### src/hdl/event_log_pkg.sv
package event_log_pkg;

    // history geometry
    localparam int unsigned HIST_DEPTH     = 10;
    localparam int unsigned CODE_W         = 8;
    localparam int unsigned LEVEL_W        = 12;
    localparam int unsigned N_CAUSE        = 5;
    localparam int unsigned N_TERM         = 6;

    // warning and error codes
    localparam logic [7:0]  CODE_OVERHEAT  = 8'h21;
    localparam logic [7:0]  CODE_UNDERVOLT = 8'h25;
    localparam logic [7:0]  CODE_OVERLOAD  = 8'h30;
    localparam logic [7:0]  CODE_PROHIBIT  = 8'h6c;
    localparam logic [7:0]  CODE_COMM_ERR  = 8'h84;

    // cause bit positions
    localparam int unsigned C_OVERHEAT     = 0;
    localparam int unsigned C_UNDERVOLT    = 1;
    localparam int unsigned C_OVERLOAD     = 2;
    localparam int unsigned C_PROHIBIT     = 3;
    localparam int unsigned C_COMM         = 4;

    // register byte offsets
    localparam logic [7:0]  OFS_UV_LEVEL   = 8'h00;
    localparam logic [7:0]  OFS_OL_LEVEL   = 8'h04;
    localparam logic [7:0]  OFS_STATUS     = 8'h08;
    localparam logic [7:0]  OFS_CLEAR      = 8'h0c;
    localparam logic [1:0]  REGION_CTRL    = 2'h0;
    localparam logic [1:0]  REGION_ALARM   = 2'h1;
    localparam logic [1:0]  REGION_WARN    = 2'h2;
    localparam logic [1:0]  REGION_COMM    = 2'h3;

    // clear register bits
    localparam int unsigned CLR_ALARM      = 0;
    localparam int unsigned CLR_WARN       = 1;
    localparam int unsigned CLR_COMM       = 2;

    // reset values and fixed level
    localparam logic [11:0] UV_LEVEL_RST   = 12'h5a0;
    localparam logic [11:0] OL_LEVEL_RST   = 12'h800;
    localparam logic [11:0] OVERHEAT_LEVEL = 12'h0c8;

    typedef struct packed {
        logic        wr;
        logic        rd;
        logic [7:0]  addr;
        logic [31:0] wdata;
    } bus_req_s;

    typedef struct packed {
        logic [11:0] temperature;
        logic [11:0] supply_level;
        logic [11:0] load_torque;
    } sense_s;

    typedef struct packed {
        logic        test_mode;
        logic        three_wire_mode;
        logic        forward_run_input;
        logic        reverse_run_input;
        logic        start_stop;
        logic        run_brake;
        logic [5:0]  term_active;
        logic [5:0]  term_assign_change;
    } inputs_s;

    typedef struct packed {
        logic        frame_good;
        logic        framing_error;
        logic        block_check_character_error;
    } link_s;

endpackage : event_log_pkg

### src/hdl/warning_and_event_history_logger.sv
// The plain strobed port and the placing of the registers were left to the implementer.
`timescale 1ns/1ps
`default_nettype none

module history_buf #(
    parameter int unsigned DEPTH  = 10,
    parameter int unsigned W      = 8,
    parameter bit          RETAIN = 1'b0
) (
    // clock and reset
    input  wire logic                  i_core_clk,
    input  wire logic                  i_rst_b,
    // control
    input  wire logic                  i_push,
    input  wire logic [W-1:0]          i_code,
    input  wire logic                  i_clear,
    // contents, index 0 newest
    output logic [DEPTH-1:0][W-1:0]    o_entries,
    output logic [4:0]                 o_count
);
    logic [DEPTH-1:0][W-1:0] entry_reg;
    logic [DEPTH-1:0][W-1:0] entry_next;
    logic [4:0]              count_reg;
    logic [4:0]              count_next;

    // a push in the clear cycle survives as the sole entry
    always_comb begin
        entry_next = entry_reg;
        count_next = count_reg;
        if (i_clear) begin
            entry_next = '0;
            count_next = 5'h00;
        end
        if (i_push) begin
            entry_next = {entry_next[DEPTH-2:0], i_code};
            if (count_next < 5'(DEPTH)) begin
                count_next = count_next + 5'h01;
            end
        end
    end

    generate
        if (RETAIN) begin : g_retained
            // retained contents ignore logic reset, like the non-volatile copy
            always_ff @(posedge i_core_clk) begin
                entry_reg <= entry_next;
                count_reg <= count_next;
            end
        end else begin : g_volatile
            always_ff @(posedge i_core_clk or negedge i_rst_b) begin
                if (!i_rst_b) begin
                    entry_reg <= '0;
                    count_reg <= 5'h00;
                end else begin
                    entry_reg <= entry_next;
                    count_reg <= count_next;
                end
            end
        end
    endgenerate

    assign o_entries = entry_reg;
    assign o_count   = count_reg;
endmodule : history_buf

module warning_and_event_history_logger #(
    parameter int unsigned DEPTH = event_log_pkg::HIST_DEPTH
) (
    // clock and reset
    input  wire logic                  i_core_clk,
    input  wire logic                  i_rst_b,
    // register port
    input  wire event_log_pkg::bus_req_s i_bus,
    output logic [31:0]                o_rdata,
    // sensed levels, operation inputs, serial link events
    input  wire event_log_pkg::sense_s  i_sense,
    input  wire event_log_pkg::inputs_s i_inputs,
    input  wire event_log_pkg::link_s   i_link,
    // alarm events from the protection logic
    input  wire logic                  i_alarm_event,
    input  wire logic [7:0]            i_alarm_code,
    // warning pin and present code
    output logic                       o_warning_output,
    output logic [7:0]                 o_warning_code
);
    localparam int unsigned NC = event_log_pkg::N_CAUSE;
    localparam logic [NC-1:0][7:0] CAUSE_CODE = {event_log_pkg::CODE_COMM_ERR,
                                                 event_log_pkg::CODE_PROHIBIT,
                                                 event_log_pkg::CODE_OVERLOAD,
                                                 event_log_pkg::CODE_UNDERVOLT,
                                                 event_log_pkg::CODE_OVERHEAT};

    logic [11:0]    uv_level_reg;
    logic [11:0]    ol_level_reg;
    logic           test_mode_reg;
    logic           prohibit_reg;
    logic           comm_warn_reg;
    logic [NC-1:0]  cause_now;
    logic [NC-1:0]  cause_reg;
    logic [NC-1:0]  rise;
    logic [NC-1:0]  pending_reg;
    logic [NC-1:0]  grant;
    logic [7:0]     grant_code;
    logic           warning_reg;
    logic [7:0]     warning_code_reg;
    logic [31:0]    rdata_reg;
    logic           link_err;
    logic           test_exit;
    logic           prohibit_set;
    logic           wr_clear;
    logic [2:0]     clr;
    logic [DEPTH-1:0][7:0] alarm_hist;
    logic [DEPTH-1:0][7:0] warn_hist;
    logic [DEPTH-1:0][7:0] comm_hist;
    logic [4:0]     alarm_count;
    logic [4:0]     warn_count;
    logic [4:0]     comm_count;

    // settable detection levels
    always_ff @(posedge i_core_clk or negedge i_rst_b) begin
        if (!i_rst_b) begin
            uv_level_reg <= event_log_pkg::UV_LEVEL_RST;
            ol_level_reg <= event_log_pkg::OL_LEVEL_RST;
        end else if (i_bus.wr && i_bus.addr == event_log_pkg::OFS_UV_LEVEL) begin
            uv_level_reg <= i_bus.wdata[11:0];
        end else if (i_bus.wr && i_bus.addr == event_log_pkg::OFS_OL_LEVEL) begin
            ol_level_reg <= i_bus.wdata[11:0];
        end
    end

    // operation-prohibited cause; held until every offending input is off
    assign test_exit    = test_mode_reg && !i_inputs.test_mode;
    assign prohibit_set = (test_exit && (i_inputs.three_wire_mode
                              ? (i_inputs.start_stop && i_inputs.run_brake)
                              : (i_inputs.forward_run_input || i_inputs.reverse_run_input)))
                          || |(i_inputs.term_assign_change & i_inputs.term_active);

    always_ff @(posedge i_core_clk or negedge i_rst_b) begin
        if (!i_rst_b) begin
            test_mode_reg <= 1'b0;
            prohibit_reg  <= 1'b0;
        end else begin
            test_mode_reg <= i_inputs.test_mode;
            if (prohibit_set) begin
                prohibit_reg <= 1'b1;
            end else if (!(i_inputs.forward_run_input || i_inputs.reverse_run_input ||
                           i_inputs.start_stop || i_inputs.run_brake || |i_inputs.term_active)) begin
                prohibit_reg <= 1'b0;
            end
        end
    end

    // link warning stands until a good frame arrives; a new error wins
    assign link_err = i_link.framing_error || i_link.block_check_character_error;

    always_ff @(posedge i_core_clk or negedge i_rst_b) begin
        if (!i_rst_b) begin
            comm_warn_reg <= 1'b0;
        end else if (link_err) begin
            comm_warn_reg <= 1'b1;
        end else if (i_link.frame_good) begin
            comm_warn_reg <= 1'b0;
        end
    end

    always_comb begin
        cause_now = '0;
        cause_now[event_log_pkg::C_OVERHEAT]  = i_sense.temperature > event_log_pkg::OVERHEAT_LEVEL;
        cause_now[event_log_pkg::C_UNDERVOLT] = i_sense.supply_level < uv_level_reg;
        cause_now[event_log_pkg::C_OVERLOAD]  = i_sense.load_torque > ol_level_reg;
        cause_now[event_log_pkg::C_PROHIBIT]  = prohibit_reg;
        cause_now[event_log_pkg::C_COMM]      = comm_warn_reg;
    end

    // each cause logs once per onset; simultaneous onsets queue, lowest bit first
    assign rise  = cause_now & ~cause_reg;
    assign grant = pending_reg & (~pending_reg + NC'(1));

    always_comb begin
        grant_code = 8'h00;
        for (int i = 0; i < NC; i++) begin
            if (grant[i]) begin
                grant_code = CAUSE_CODE[i];
            end
        end
    end

    always_ff @(posedge i_core_clk or negedge i_rst_b) begin
        if (!i_rst_b) begin
            cause_reg   <= '0;
            pending_reg <= '0;
        end else begin
            cause_reg   <= cause_now;
            pending_reg <= (pending_reg & ~grant) | rise;
        end
    end

    // pin follows the causes directly; no reset action needed to drop it
    always_ff @(posedge i_core_clk or negedge i_rst_b) begin
        if (!i_rst_b) begin
            warning_reg      <= 1'b0;
            warning_code_reg <= 8'h00;
        end else begin
            warning_reg      <= |cause_now;
            warning_code_reg <= 8'h00;
            for (int i = NC - 1; i >= 0; i--) begin
                if (cause_now[i]) begin
                    warning_code_reg <= CAUSE_CODE[i];
                end
            end
        end
    end

    // maintenance clear: one write, one bit per history
    assign wr_clear = i_bus.wr && i_bus.addr == event_log_pkg::OFS_CLEAR;
    assign clr      = wr_clear ? i_bus.wdata[2:0] : 3'h0;

    history_buf #(.DEPTH(DEPTH), .W(8), .RETAIN(1'b1)) u_alarm_hist (
        .i_core_clk (i_core_clk),
        .i_rst_b    (i_rst_b),
        .i_push     (i_alarm_event),
        .i_code     (i_alarm_code),
        .i_clear    (clr[event_log_pkg::CLR_ALARM]),
        .o_entries  (alarm_hist),
        .o_count    (alarm_count)
    );

    history_buf #(.DEPTH(DEPTH), .W(8), .RETAIN(1'b0)) u_warn_hist (
        .i_core_clk (i_core_clk),
        .i_rst_b    (i_rst_b),
        .i_push     (|pending_reg),
        .i_code     (grant_code),
        .i_clear    (clr[event_log_pkg::CLR_WARN]),
        .o_entries  (warn_hist),
        .o_count    (warn_count)
    );

    history_buf #(.DEPTH(DEPTH), .W(8), .RETAIN(1'b0)) u_comm_hist (
        .i_core_clk (i_core_clk),
        .i_rst_b    (i_rst_b),
        .i_push     (link_err),
        .i_code     (event_log_pkg::CODE_COMM_ERR),
        .i_clear    (clr[event_log_pkg::CLR_COMM]),
        .o_entries  (comm_hist),
        .o_count    (comm_count)
    );

    // monitor reads: region in addr[7:6], entry index in addr[5:2]
    always_ff @(posedge i_core_clk or negedge i_rst_b) begin
        if (!i_rst_b) begin
            rdata_reg <= 32'h0000_0000;
        end else begin
            rdata_reg <= 32'h0000_0000;
            if (i_bus.rd) begin
                unique case (i_bus.addr[7:6])
                    event_log_pkg::REGION_CTRL: begin
                        if (i_bus.addr == event_log_pkg::OFS_UV_LEVEL) begin
                            rdata_reg <= {20'h0_0000, uv_level_reg};
                        end else if (i_bus.addr == event_log_pkg::OFS_OL_LEVEL) begin
                            rdata_reg <= {20'h0_0000, ol_level_reg};
                        end else if (i_bus.addr == event_log_pkg::OFS_STATUS) begin
                            rdata_reg <= {4'h0, comm_count, warn_count, alarm_count,
                                          warning_code_reg, cause_reg};
                        end
                    end
                    event_log_pkg::REGION_ALARM: begin
                        if (i_bus.addr[1:0] == 2'h0 && 5'(i_bus.addr[5:2]) < alarm_count) begin
                            rdata_reg <= {24'h00_0000, alarm_hist[i_bus.addr[5:2]]};
                        end
                    end
                    event_log_pkg::REGION_WARN: begin
                        if (i_bus.addr[1:0] == 2'h0 && 5'(i_bus.addr[5:2]) < warn_count) begin
                            rdata_reg <= {24'h00_0000, warn_hist[i_bus.addr[5:2]]};
                        end
                    end
                    event_log_pkg::REGION_COMM: begin
                        if (i_bus.addr[1:0] == 2'h0 && 5'(i_bus.addr[5:2]) < comm_count) begin
                            rdata_reg <= {24'h00_0000, comm_hist[i_bus.addr[5:2]]};
                        end
                    end
                endcase
            end
        end
    end

    assign o_rdata          = rdata_reg;
    assign o_warning_output = warning_reg;
    assign o_warning_code   = warning_code_reg;
endmodule : warning_and_event_history_logger

`default_nettype wire

### config.mk
export PLATFORM = sky130hd
export DESIGN_NAME = warning_and_event_history_logger
export DESIGN_NICKNAME = d
export VERILOG_FILES = /design/src/hdl/event_log_pkg.sv /design/src/hdl/warning_and_event_history_logger.sv
export SDC_FILE = /design/constraint.sdc
export NUM_CORES = 1
export LEC_CHECK = 0
export BUFFER_PORTS_ARGS = -buffer_cell sky130_fd_sc_hd__clkbuf_2
export CAP_MARGIN = 25
export CORE_ASPECT_RATIO = 0.5
export CORE_UTILIZATION = 40
export DETAILED_ROUTE_END_ITERATION = 8
export GPL_TIMING_DRIVEN = 0
export PLACE_DENSITY = 0.66
export SETUP_SLACK_MARGIN = 0.5
export SYNTH_ARGS = -nofsm -noshare
export SYNTH_HDL_FRONTEND = slang
export SYNTH_SLANG_ARGS = --single-unit
### constraint.sdc
create_clock -name i_core_clk -period 3.4 [get_ports i_core_clk]
set_input_delay 0.34 -clock i_core_clk [delete_from_list [all_inputs] [get_ports i_core_clk]]
set_output_delay 0.34 -clock i_core_clk [all_outputs]
set_load 0.05 [all_outputs]
==> results of run 1 <==
## synthesized netlist by cell type (5+ instances only)
cell type | count | area, um^2
a221oi_1 | 5 | 43.8
edfxtp_1 | 8 | 240
nor4_1 | 13 | 81.3
mux2_2 | 38 | 428
dfxtp_1 | 77 | 1540
clkbuf_1 | 45 | 169
or2_2 | 5 | 31.3
nor2b_1 | 9 | 56.3
buf_4 | 10 | 75.1
nand3_1 | 8 | 40.0
ha_1 | 35 | 438
mux2i_1 | 113 | 1130
mux4_2 | 34 | 766
nand4_1 | 8 | 50.1
buf_1 | 5 | 18.8
a22oi_1 | 6 | 45.0
and2_1 | 17 | 106
inv_1 | 45 | 169
nor2_1 | 99 | 372
and3_1 | 19 | 119
nand2b_1 | 6 | 37.5
a21oi_1 | 196 | 981
a21o_1 | 8 | 60.1
nand2_1 | 350 | 1310
o31ai_1 | 5 | 37.5
buf_2 | 48 | 240
o22ai_1 | 33 | 206
o21ai_0 | 34 | 170
dfstp_2 | 5 | 131
dfrtp_1 | 237 | 5930
## critical path, cell delays in order
cell,delay [ps]
clkbuf_2,180
buf_2,300
buf_2,420
buf_2,470
mux2i_1,230
o22ai_1,120
o22ai_1,250
nor2_1,140
a221oi_1,240
a21oi_1,160
## cells in the final DEF (no fill, tap or decap), types with 45 or more instances in the layout
cell type,count
dfxtp_1,77
dfrtp_1,237
nand2_1,350
clkbuf_1,54
mux2i_1,113
clkbuf_2,122
nor2_1,99
inv_1,45
buf_2,48
a21oi_1,196
## per-layer routing
| metal | wire, um | track usage | share of wire | up-vias |
|---|---|---|---|---|
| met3 | 2860 | 0.0341 | 0.065 | 74 |
| met2 | 19600 | 0.347 | 0.45 | 388 |
| met1 | 20100 | 0.324 | 0.46 | 6103 |
| met4 | 1090 | 0.0561 | 0.025 | 0 |
| met5 | 0 | 0 | 0 | - |
| li1 | - | - | - | 5803 |
## layout make-up
cell class / count / area share
buffer: 113 / 0.0315
clock buffer: 44 / 0.0479
clock inverter: 14 / 0.00991
inverter: 45 / 0.00936
multi-input combinational: 1095 / 0.384
sequential: 327 / 0.435
tap: 520 / 0.0360
timing repair buffer: 142 / 0.0469
## per-stage QoR
stage	setup WS, ps	hold WS (ps)	instances
5_1_grt	820	5.23	2300
4_1_cts	1010	1.52	2300
3_3_place_gp	-3090	407	2223
3_5_place_dp	426	244	2226
2_1_floorplan	1480	44.4	1580
6_report	947	17.0	2300
## worst min path at each step
stage / to / slack, ps / cells after the start
2_1_floorplan: cause_reg[0]$_DFF_PN0_ / 40 / 0
3_3_place_gp: cause_reg[4]$_DFF_PN0_ / 410 / 0
3_5_place_dp: o_rdata[17]$_DFF_PN0_ / 240 / 1
4_1_cts: ol_level_reg[9]$_DFFE_PN0P_ / 2 / 2
5_1_grt: uv_level_reg[4]$_DFFE_PN0P_ / 5 / 2
6_report: ol_level_reg[4]$_DFFE_PN0P_ / 20 / 2
## power groups by stage
stage / Clock, uW / Sequential, uW / Combinational (uW)
6_report: 3620 / 5020 / 1830
5_1_grt: 3830 / 5090 / 2030
4_1_cts: 3680 / 5010 / 1820
3_5_place_dp: 0 / 5070 / 1800
3_3_place_gp: 0 / 5060 / 1740
2_1_floorplan: 0 / 4890 / 1300
## timing repair
item,in CTS,in global routing
endpoints found under the hold margin,39,0
setup endpoints to repair,0,0
hold buffers,16,0
## logic make-up (layout without fill, tap and decap cells)
family | Yosys count | after routing
AOI/OAI and AO/OA | 316 | 316
xor gates and xnor gates | 6 | 6
adders and majority gates | 35 | 35
buffers and inverters | 158 | 358
DFF | 327 | 327
muxes | 186 | 186
other | 1 | 5
and+or+nand+nor | 547 | 547
==> flow_summary_export.csv, run 1 <==
group,metric,value,unit
clock_tree,post_cts_buffers,0,
timing,fin_crit_sh,0.721,
power,pwr-share-clk,0.345,
power,totalPowerFinal,10500,uW
synthesis,synth_xor_xnor_area_share,0.00339,
global_routing,grt_pass1_wl,69000,um
timing,tightest_slew,785,ps
critical_path,cp-end-kind,"flop",
power,p_leak,0.00836,uW
synthesis,async_flop_share,0.740,
cells_and_area,finish.utilization,0.478,
placement,portBuffers,123,
synthesis,synthMuxAreaShare,0.151,
critical_path,r2r_start,"ol_level_reg[11]$_DFFE_PN1P_",
timing,fmax,0.408,GHz
cells_and_area,fin_area,0.0180,mm^2
global_routing,grt_pass1_vias,11900,
critical_path,startpoint,"i_bus[35]",
synthesis,yosysSeqAreaShare,0.506,
timing,fin_setup_tns,0,ps
critical_path,worst-path-max-fanout,10,
critical_path,r2r_end,"o_warning_output$_DFF_PN0_",
global_routing,track_usage,0.223,
timing,finalMaxSlewViolations,0,
synthesis,synth_top_family_by_area,"multiplexers",
cells_and_area,diodes,0,
critical_path,crit_path_end,"o_rdata[6]$_DFF_PN0_",
cells_and_area,multi_input_area,0.00693,mm^2
status,status,"complete, no violations",
cells_and_area,fillerInstances,3558,
drt,vias,12400,
synthesis,synthCells,1576,
critical_path,crit_type,"input pin to flop",
timing,fin_skew,8.18,ps
clock_tree,cts_tree,"done",
critical_path,arrival,2890,ps
power,p_comb_frac,0.175,
clock_tree,clk_path_buf_depth,3,
cells_and_area,final_layout_size_suffix_gt1_frac,0.183,
timing,final_hold_viol_count,0,
die,dieArea,0.0396,mm^2
synthesis,synth_compound_area_frac,0.115,
power,switching_share,0.295,
synthesis,yosys_most_used_dff,"dfrtp_1",
die,core,0.0378,mm^2
die,initial_utilization,0.410,
placement,place_hpwl,31700,um
drt,route.detailed.drc,0,
global_routing,antenna_found_initial,0,
critical_path,start_kind,"input pin",
global_routing,grt_max_degree,113,
placement,postPlaceCellArea,0.0168,mm^2
power,internal_power,7380,uW
cells_and_area,seq_area,0.00784,mm^2
clock_tree,insertion_delay,580,ps
critical_path,crit_required,3840,ps
die,fp-row-count,50,
synthesis,synth_edf_count,8,
cells_and_area,layout.nets,1900,
timing,slew_headroom,0.477,
timing,post-route-min-period,2450,ps
drt,drtIter0Drc,1072,
global_routing,overflow,0,
clock_tree,numCtsBuffers,31,
cells_and_area,syn_to_final_growth,16.5,%
clock_tree,htree_levels,1,
clock_tree,path_clk_slew,70,ps
min_path,hp-class,"input pin to flop",
timing,rsz0062_at_grt,"false",
synthesis,ys_ff_latch,327,
synthesis,syn_area_per_cell,9.83,um^2
power,power_density,580,mW/mm^2
critical_path,r2r_cells,8,
drt,dr.pass1.iters,5,
drt,drt-vias-per-instance,5.38,
drt,wire_per_inst,19.0,um
synthesis,syn_area,0.0155,mm^2
min_path,worstHoldStart,"i_bus[4]",
power,seqPwrFrac,0.480,
synthesis,synth_fa_ha_area_frac,0.0283,
power,irDropWorstVdd,0.000331,V
die,ios,151,
synthesis,yosys.area_share.simple,0.149,
clock_tree,cts-root-buf,"clkbuf_16",
power,p_sw,3090,uW
synthesis,yosysWarningCount,0,
die,die_h,141,um
clock_tree,cts_resized,0,
placement,place_congestion,0.953,
job,drv_cap,0,
timing,setup_violations,0,
die,dieWidth,280,um
drt,route.antenna.remaining_nets,0,
synthesis,ys_types,58,
clock_tree,cts.sinks,327,
drt,wirelength,43700,um
critical_path,rrSetupSlack,1020,ps
No activity file was read; power rests on OpenSTA's default activity.
==> inputs of run 2 (changes only) <==
==> constraint.sdc (replaced) <==
create_clock -name i_core_clk -period 2.4 [get_ports i_core_clk]
set_input_delay 0.24 -clock i_core_clk [delete_from_list [all_inputs] [get_ports i_core_clk]]
set_output_delay 0.24 -clock i_core_clk [all_outputs]
set_load 0.05 [all_outputs]
==> flow_summary_export.csv, run 2 (synthesized netlist as in run 1, its figures left out) <==
group,metric,value,unit
critical_path,start_kind,"input pin",
critical_path,cpMostUsedCell,"o22ai_1",
global_routing,grt_pass1_wl,69900,um
power,p_leak,0.00854,uW
die,initial_utilization,0.410,
cells_and_area,layout_common_cells,"nand2_1, dfrtp_1, a21oi_1",
power,power_density,827,mW/mm^2
critical_path,worst-path-max-fanout,10,
job,drv_cap,0,
clock_tree,htree_levels,1,
power,irDropWorstVdd,0.000522,V
critical_path,path_cells,"clkbuf_2 > buf_2 > buf_6 > buf_4 > mux2i_1 > o22ai_1 > o22ai_1 > nor2_1 > a221oi_2 > a21oi_1",
cells_and_area,final_layout_size_suffix_gt1_frac,0.221,
timing,fin_crit_sh,0.830,
timing,slew_headroom,0.416,
timing,fmax,0.502,GHz
drt,drtIter0Drc,1125,
die,die_h,141,um
clock_tree,cts-root-buf,"clkbuf_16",
critical_path,crit_slowest_cell,"buf_2",
placement,place_hpwl,31800,um
cells_and_area,fin_area,0.0186,mm^2
global_routing,grt_pass1_vias,12200,
timing,rsz0062_at_grt,"true",
critical_path,cpPeakStageDelay,320,ps
die,dieWidth,280,um
cells_and_area,layout.nets,1914,
critical_path,cp-end-kind,"flop",
drt,route.detailed.drc,0,
timing,fin_skew,15.8,ps
clock_tree,path_clk_slew,60,ps
cells_and_area,diodes,0,
global_routing,track_usage,0.227,
die,ios,151,
cells_and_area,multi_input_area,0.00720,mm^2
die,core,0.0378,mm^2
cells_and_area,seq_area,0.00785,mm^2
cells_and_area,finish.utilization,0.492,
critical_path,arrival,2430,ps
power,p_comb_frac,0.181,
global_routing,overflow,0,
power,switching_share,0.290,
placement,postPlaceCellArea,0.0169,mm^2
power,totalPowerFinal,15400,uW
drt,vias,12400,
timing,tightest_slew,876,ps
clock_tree,clk_path_buf_depth,3,
timing,whs,21.9,ps
power,seqPwrFrac,0.463,
drt,route.antenna.remaining_nets,0,
placement,portBuffers,123,
critical_path,crit_type,"input pin to flop",
timing,post-route-min-period,1990,ps
global_routing,grt_max_degree,87,
power,internal_power,10900,uW
placement,pre_cts_ws,-483,ps
clock_tree,cts_tree,"done",
drt,drt-vias-per-instance,5.34,
clock_tree,insertion_delay,580,ps
timing,finalMaxSlewViolations,0,
status,status,"complete, no violations",
die,fp-row-count,50,
critical_path,crit_required,2840,ps
drt,dr.pass1.iters,5,
cells_and_area,fillerInstances,3534,
clock_tree,numCtsBuffers,30,
min_path,hp-class,"input pin to flop",
global_routing,antenna_found_initial,1,
clock_tree,cts.sinks,327,
drt,wire_per_inst,19.5,um
placement,place_congestion,0.941,
timing,timing.final.ws_setup,408,ps
power,pwr-share-clk,0.356,
drt,wirelength,45000,um
timing,setup_violations,0,
timing,final_hold_viol_count,0,
cells_and_area,syn_to_final_growth,20.0,%
die,dieArea,0.0396,mm^2
cells_and_area,final_common_cell,"nand2_1",
power,p_sw,4450,uW
[run 2: cell count changes in the layout (fill, tap and decap cells not counted), moves of 5 or more]
| cell | delta |
|---|---|
| dlygate4sd3_1 | +7 |
| buf_4 | +11 |
| clkbuf_1 | -13 |
| a221oi_1 | -5 |
| clkbuf_4 | +6 |
| a21oi_2 | +11 |
| buf_2 | -6 |
| a21oi_1 | -11 |
[run 2: repair_timing]
action	in CTS	in global routing
hold endpoints to repair	118	0
endpoints found under the setup margin	108	94
resized for setup	49	42
pin swaps	16	19
buffers inserted	6	2
hold buffers	23	0
gates cloned	0	0
[run 2: through the flow]
stage | setup TNS [ps] | instances
after floorplan | 0 | 1580
final | 0 | 2312
after global placement | -943580 | 2223
after global routing | 0 | 2312
after detailed placement | -6900 | 2226
after CTS | 0 | 2310
[run 2: critical path: cells and delay by family]
kind                   cells  cell delay, ps
muxes                      1             260
and+or+nand+nor            1             150
AOI/OAI and AO/OA          4             750
buffers and inverters      4            1020
[run 2: final timing paths]
path,from,to,slack [ps],cells after the start
max in group asynchronous,i_rst_b,uv_level_reg[8]$_DFFE_PN1P_,870,4
worst min register to register,comm_warn_reg$_DFFE_PN0P_,cause_reg[4]$_DFF_PN0_,450,0
min in group asynchronous,i_rst_b,u_warn_hist.o_entries[35]$_DFF_PN0_,270,2
worst max register to register,uv_level_reg[7]$_DFFE_PN1P_,o_warning_code[7]$_DFF_PN0_,410,7
worst max-delay path,i_bus[35],o_rdata[7]$_DFF_PN0_,410,10
worst min-delay path,i_inputs[5],prohibit_reg$_DFFE_PN0P_,20,4
[run 2: power by group through the flow]
| stage | Combinational (uW) | Clock [uW] | Sequential [uW] |
|---|---|---|---|
| floorplan | 1840 | 0 | 6930 |
| global placement | 2460 | 0 | 7160 |
| detailed placement | 2540 | 0 | 7180 |
| CTS | 2700 | 5550 | 7090 |
| global route | 3070 | 5750 | 7200 |
| finish | 2780 | 5470 | 7110 |
[run 2: routing by layer]
layer	share of wire	vias up	routed length, um	global-route usage
met4	0.029	0	1300	0.0633
met3	0.067	84	3000	0.0433
met5	0	-	0	0
li1	-	5808	-	-
met1	0.46	6077	20600	0.327
met2	0.45	385	20100	0.349
[run 2: cell type report]
type,count,share of cell area
multi-input combinational,1095,0.387
buffer,113,0.0337
clock buffer,42,0.0472
clock inverter,13,0.0130
inverter,45,0.00909
sequential,327,0.422
timing repair buffer,157,0.0528
tap,520,0.0350
==> inputs of run 3 (changes only) <==
==> constraint.sdc (replaced) <==
create_clock -name i_core_clk -period 2 [get_ports i_core_clk]
set_input_delay 0.2 -clock i_core_clk [delete_from_list [all_inputs] [get_ports i_core_clk]]
set_output_delay 0.2 -clock i_core_clk [all_outputs]
set_load 0.05 [all_outputs]
==> flow_summary_export.csv, run 3 (synthesized netlist as in run 1, its figures left out) <==
group,metric,value,unit
status,status,"complete, no violations",
global_routing,track_usage,0.235,
job,drv_cap,0,
cells_and_area,stdcell_count,2351,
timing,tightest_slew,820,ps
die,fp-row-count,50,
placement,place_congestion,0.888,
critical_path,cp-end-kind,"flop",
placement,portBuffers,123,
critical_path,worst-path-buf-inv,2,
global_routing,grt_pass1_wl,72300,um
clock_tree,numCtsBuffers,31,
clock_tree,cts-root-buf,"clkbuf_16",
global_routing,grt_pass1_vias,12700,
clock_tree,htree_levels,1,
timing,fin_skew,15.5,ps
critical_path,path_delay_family,"simple AND/OR/NAND/NOR gates",
cells_and_area,layout.nets,1952,
timing,post-route-min-period,1980,ps
global_routing,grt_max_degree,113,
drt,wirelength,46700,um
min_path,hp-class,"input pin to flop",
critical_path,cpPeakStageDelay,380,ps
timing,fmax,0.504,GHz
timing,finalMaxSlewViolations,0,
placement,place_hpwl,31600,um
timing,whs,20.2,ps
drt,drtIter0Drc,1161,
cells_and_area,syn_to_final_growth,30.7,%
placement,pre_cts_ws,-891,ps
critical_path,crit_required,2490,ps
drt,wire_per_inst,19.9,um
die,dieArea,0.0396,mm^2
drt,route.detailed.drc,0,
global_routing,overflow,0,
min_path,min_path_cells,4,
critical_path,path_cells,"inv_2 > ha_4 > or3b_4 > o2111ai_4 > a21oi_2 > and4b_1 > buf_6 > a221oi_2 > a21oi_2",
die,die_h,141,um
die,dieWidth,280,um
cells_and_area,final_layout_size_suffix_gt1_frac,0.331,
clock_tree,path_clk_slew,70,ps
cells_and_area,layout_common_cells,"nand2_1, dfrtp_1, clkbuf_2",
drt,drt-vias-per-instance,5.46,
critical_path,cpMostUsedCell,"a21oi_2",
die,initial_utilization,0.410,
global_routing,antenna_found_initial,1,
critical_path,cp_num_cells,9,
power,pwr-share-clk,0.303,
clock_tree,cts.sinks,327,
die,ios,151,
timing,final_hold_viol_count,0,
critical_path,crit_slowest_cell,"or3b_4",
timing,timing.final.ws_setup,15.2,ps
placement,dp_cells,2226,
power,seqPwrFrac,0.456,
clock_tree,insertion_delay,580,ps
cells_and_area,final_common_cell,"nand2_1",
critical_path,worst-path-max-fanout,8,
timing,setup_violations,0,
cells_and_area,diodes,0,
critical_path,start_kind,"flop",
power,internal_power,13000,uW
critical_path,crit_type,"flop to flop",
die,core,0.0378,mm^2
drt,vias,12800,
drt,dr.pass1.iters,5,
power,power_density,942,mW/mm^2
power,p_comb_frac,0.240,
power,p_sw,6030,uW
power,switching_share,0.316,
power,p_leak,0.00937,uW
critical_path,r2r_cells,9,
clock_tree,clk_path_buf_depth,3,
timing,rsz0062_at_grt,"true",
power,irDropWorstVdd,0.000597,V
timing,fin_crit_sh,0.992,
critical_path,arrival,2470,ps
drt,route.antenna.remaining_nets,0,
timing,slew_headroom,0.451,
power,totalPowerFinal,19100,uW
clock_tree,cts_tree,"done",
[run 3: cell count changes in the layout (fill, tap and decap cells not counted), moves of 9 or more]
cell       before  now
nand2_1       348  274
buf_2          42   27
inv_2           4   13
a21oi_1       185  109
inv_1          41   32
clkbuf_16      31   42
a21oi_2        11   85
buf_4          22   40
nand2_4         0   72
[run 3: worst paths after layout]
check	from	to	slack (ps)
max	u_comm_hist.o_count[1]$_DFF_PN0_	o_rdata[7]$_DFF_PN0_	20
min	i_inputs[15]	prohibit_reg$_DFFE_PN0P_	20
max reg2reg	u_comm_hist.o_count[1]$_DFF_PN0_	o_rdata[7]$_DFF_PN0_	20
min reg2reg	cause_reg[0]$_DFF_PN0_	pending_reg[0]$_DFF_PN0_	440
max in group asynchronous	i_rst_b	pending_reg[4]$_DFF_PN0_	770
min in group asynchronous	i_rst_b	u_comm_hist.o_entries[33]$_DFF_PN0_	80
[run 3: cell type report]
cell class	instances	area, um^2
clock inverters	17	126
multi-input cells	1095	8230
repair buffers	194	1520
clock buffers	40	850
fillers	3265	17500
flip-flops and latches	327	7850
plain buffers	113	862
well taps	520	651
inverters	45	169
[run 3: power by group through the flow]
stage               registers, uW  clock network, uW  logic [uW]
floorplan                    8330                  0        2380
global placement             8560                  0        3160
detailed placement           8590                  0        3250
CTS                          8620               5840        4290
global route                 8800               6140        4950
finish                       8700               5790        4580
[run 3: worst min-delay path: stages]
cell      delay, ps
clkbuf_2         80
nor2_1           40
a31oi_1         120
a311o_1         120
[run 3: what timing repair did]
action                                 CTS  global route
pin swaps                               29            25
endpoints found under the hold margin  162             0
setup endpoints to repair              142           302
gates cloned                             9             1
hold buffers                            31             0
resized for setup                      283            72
buffers inserted                        17            10
[run 3: layer usage]
layer / global-route usage / routed length (um) / vias to the layer above
met2: 0.372 / 21500 / 428
met1: 0.331 / 20700 / 6403
met3: 0.0401 / 3220 / 90
met5: 0 / 0 / -
met4: 0.0673 / 1300 / 0
li1: - / - / 5917
[run 3: through the flow]
stage / cell area, um^2 / utilization / setup TNS, ps
6_report: 20300 / 0.536 / 0
5_1_grt: 20300 / 0.536 / -277
4_1_cts: 19900 / 0.526 / 0
3_5_place_dp: 17200 / 0.454 / -27150
3_3_place_gp: 17100 / 0.452 / -1059020
2_1_floorplan: 15800 / - / 0
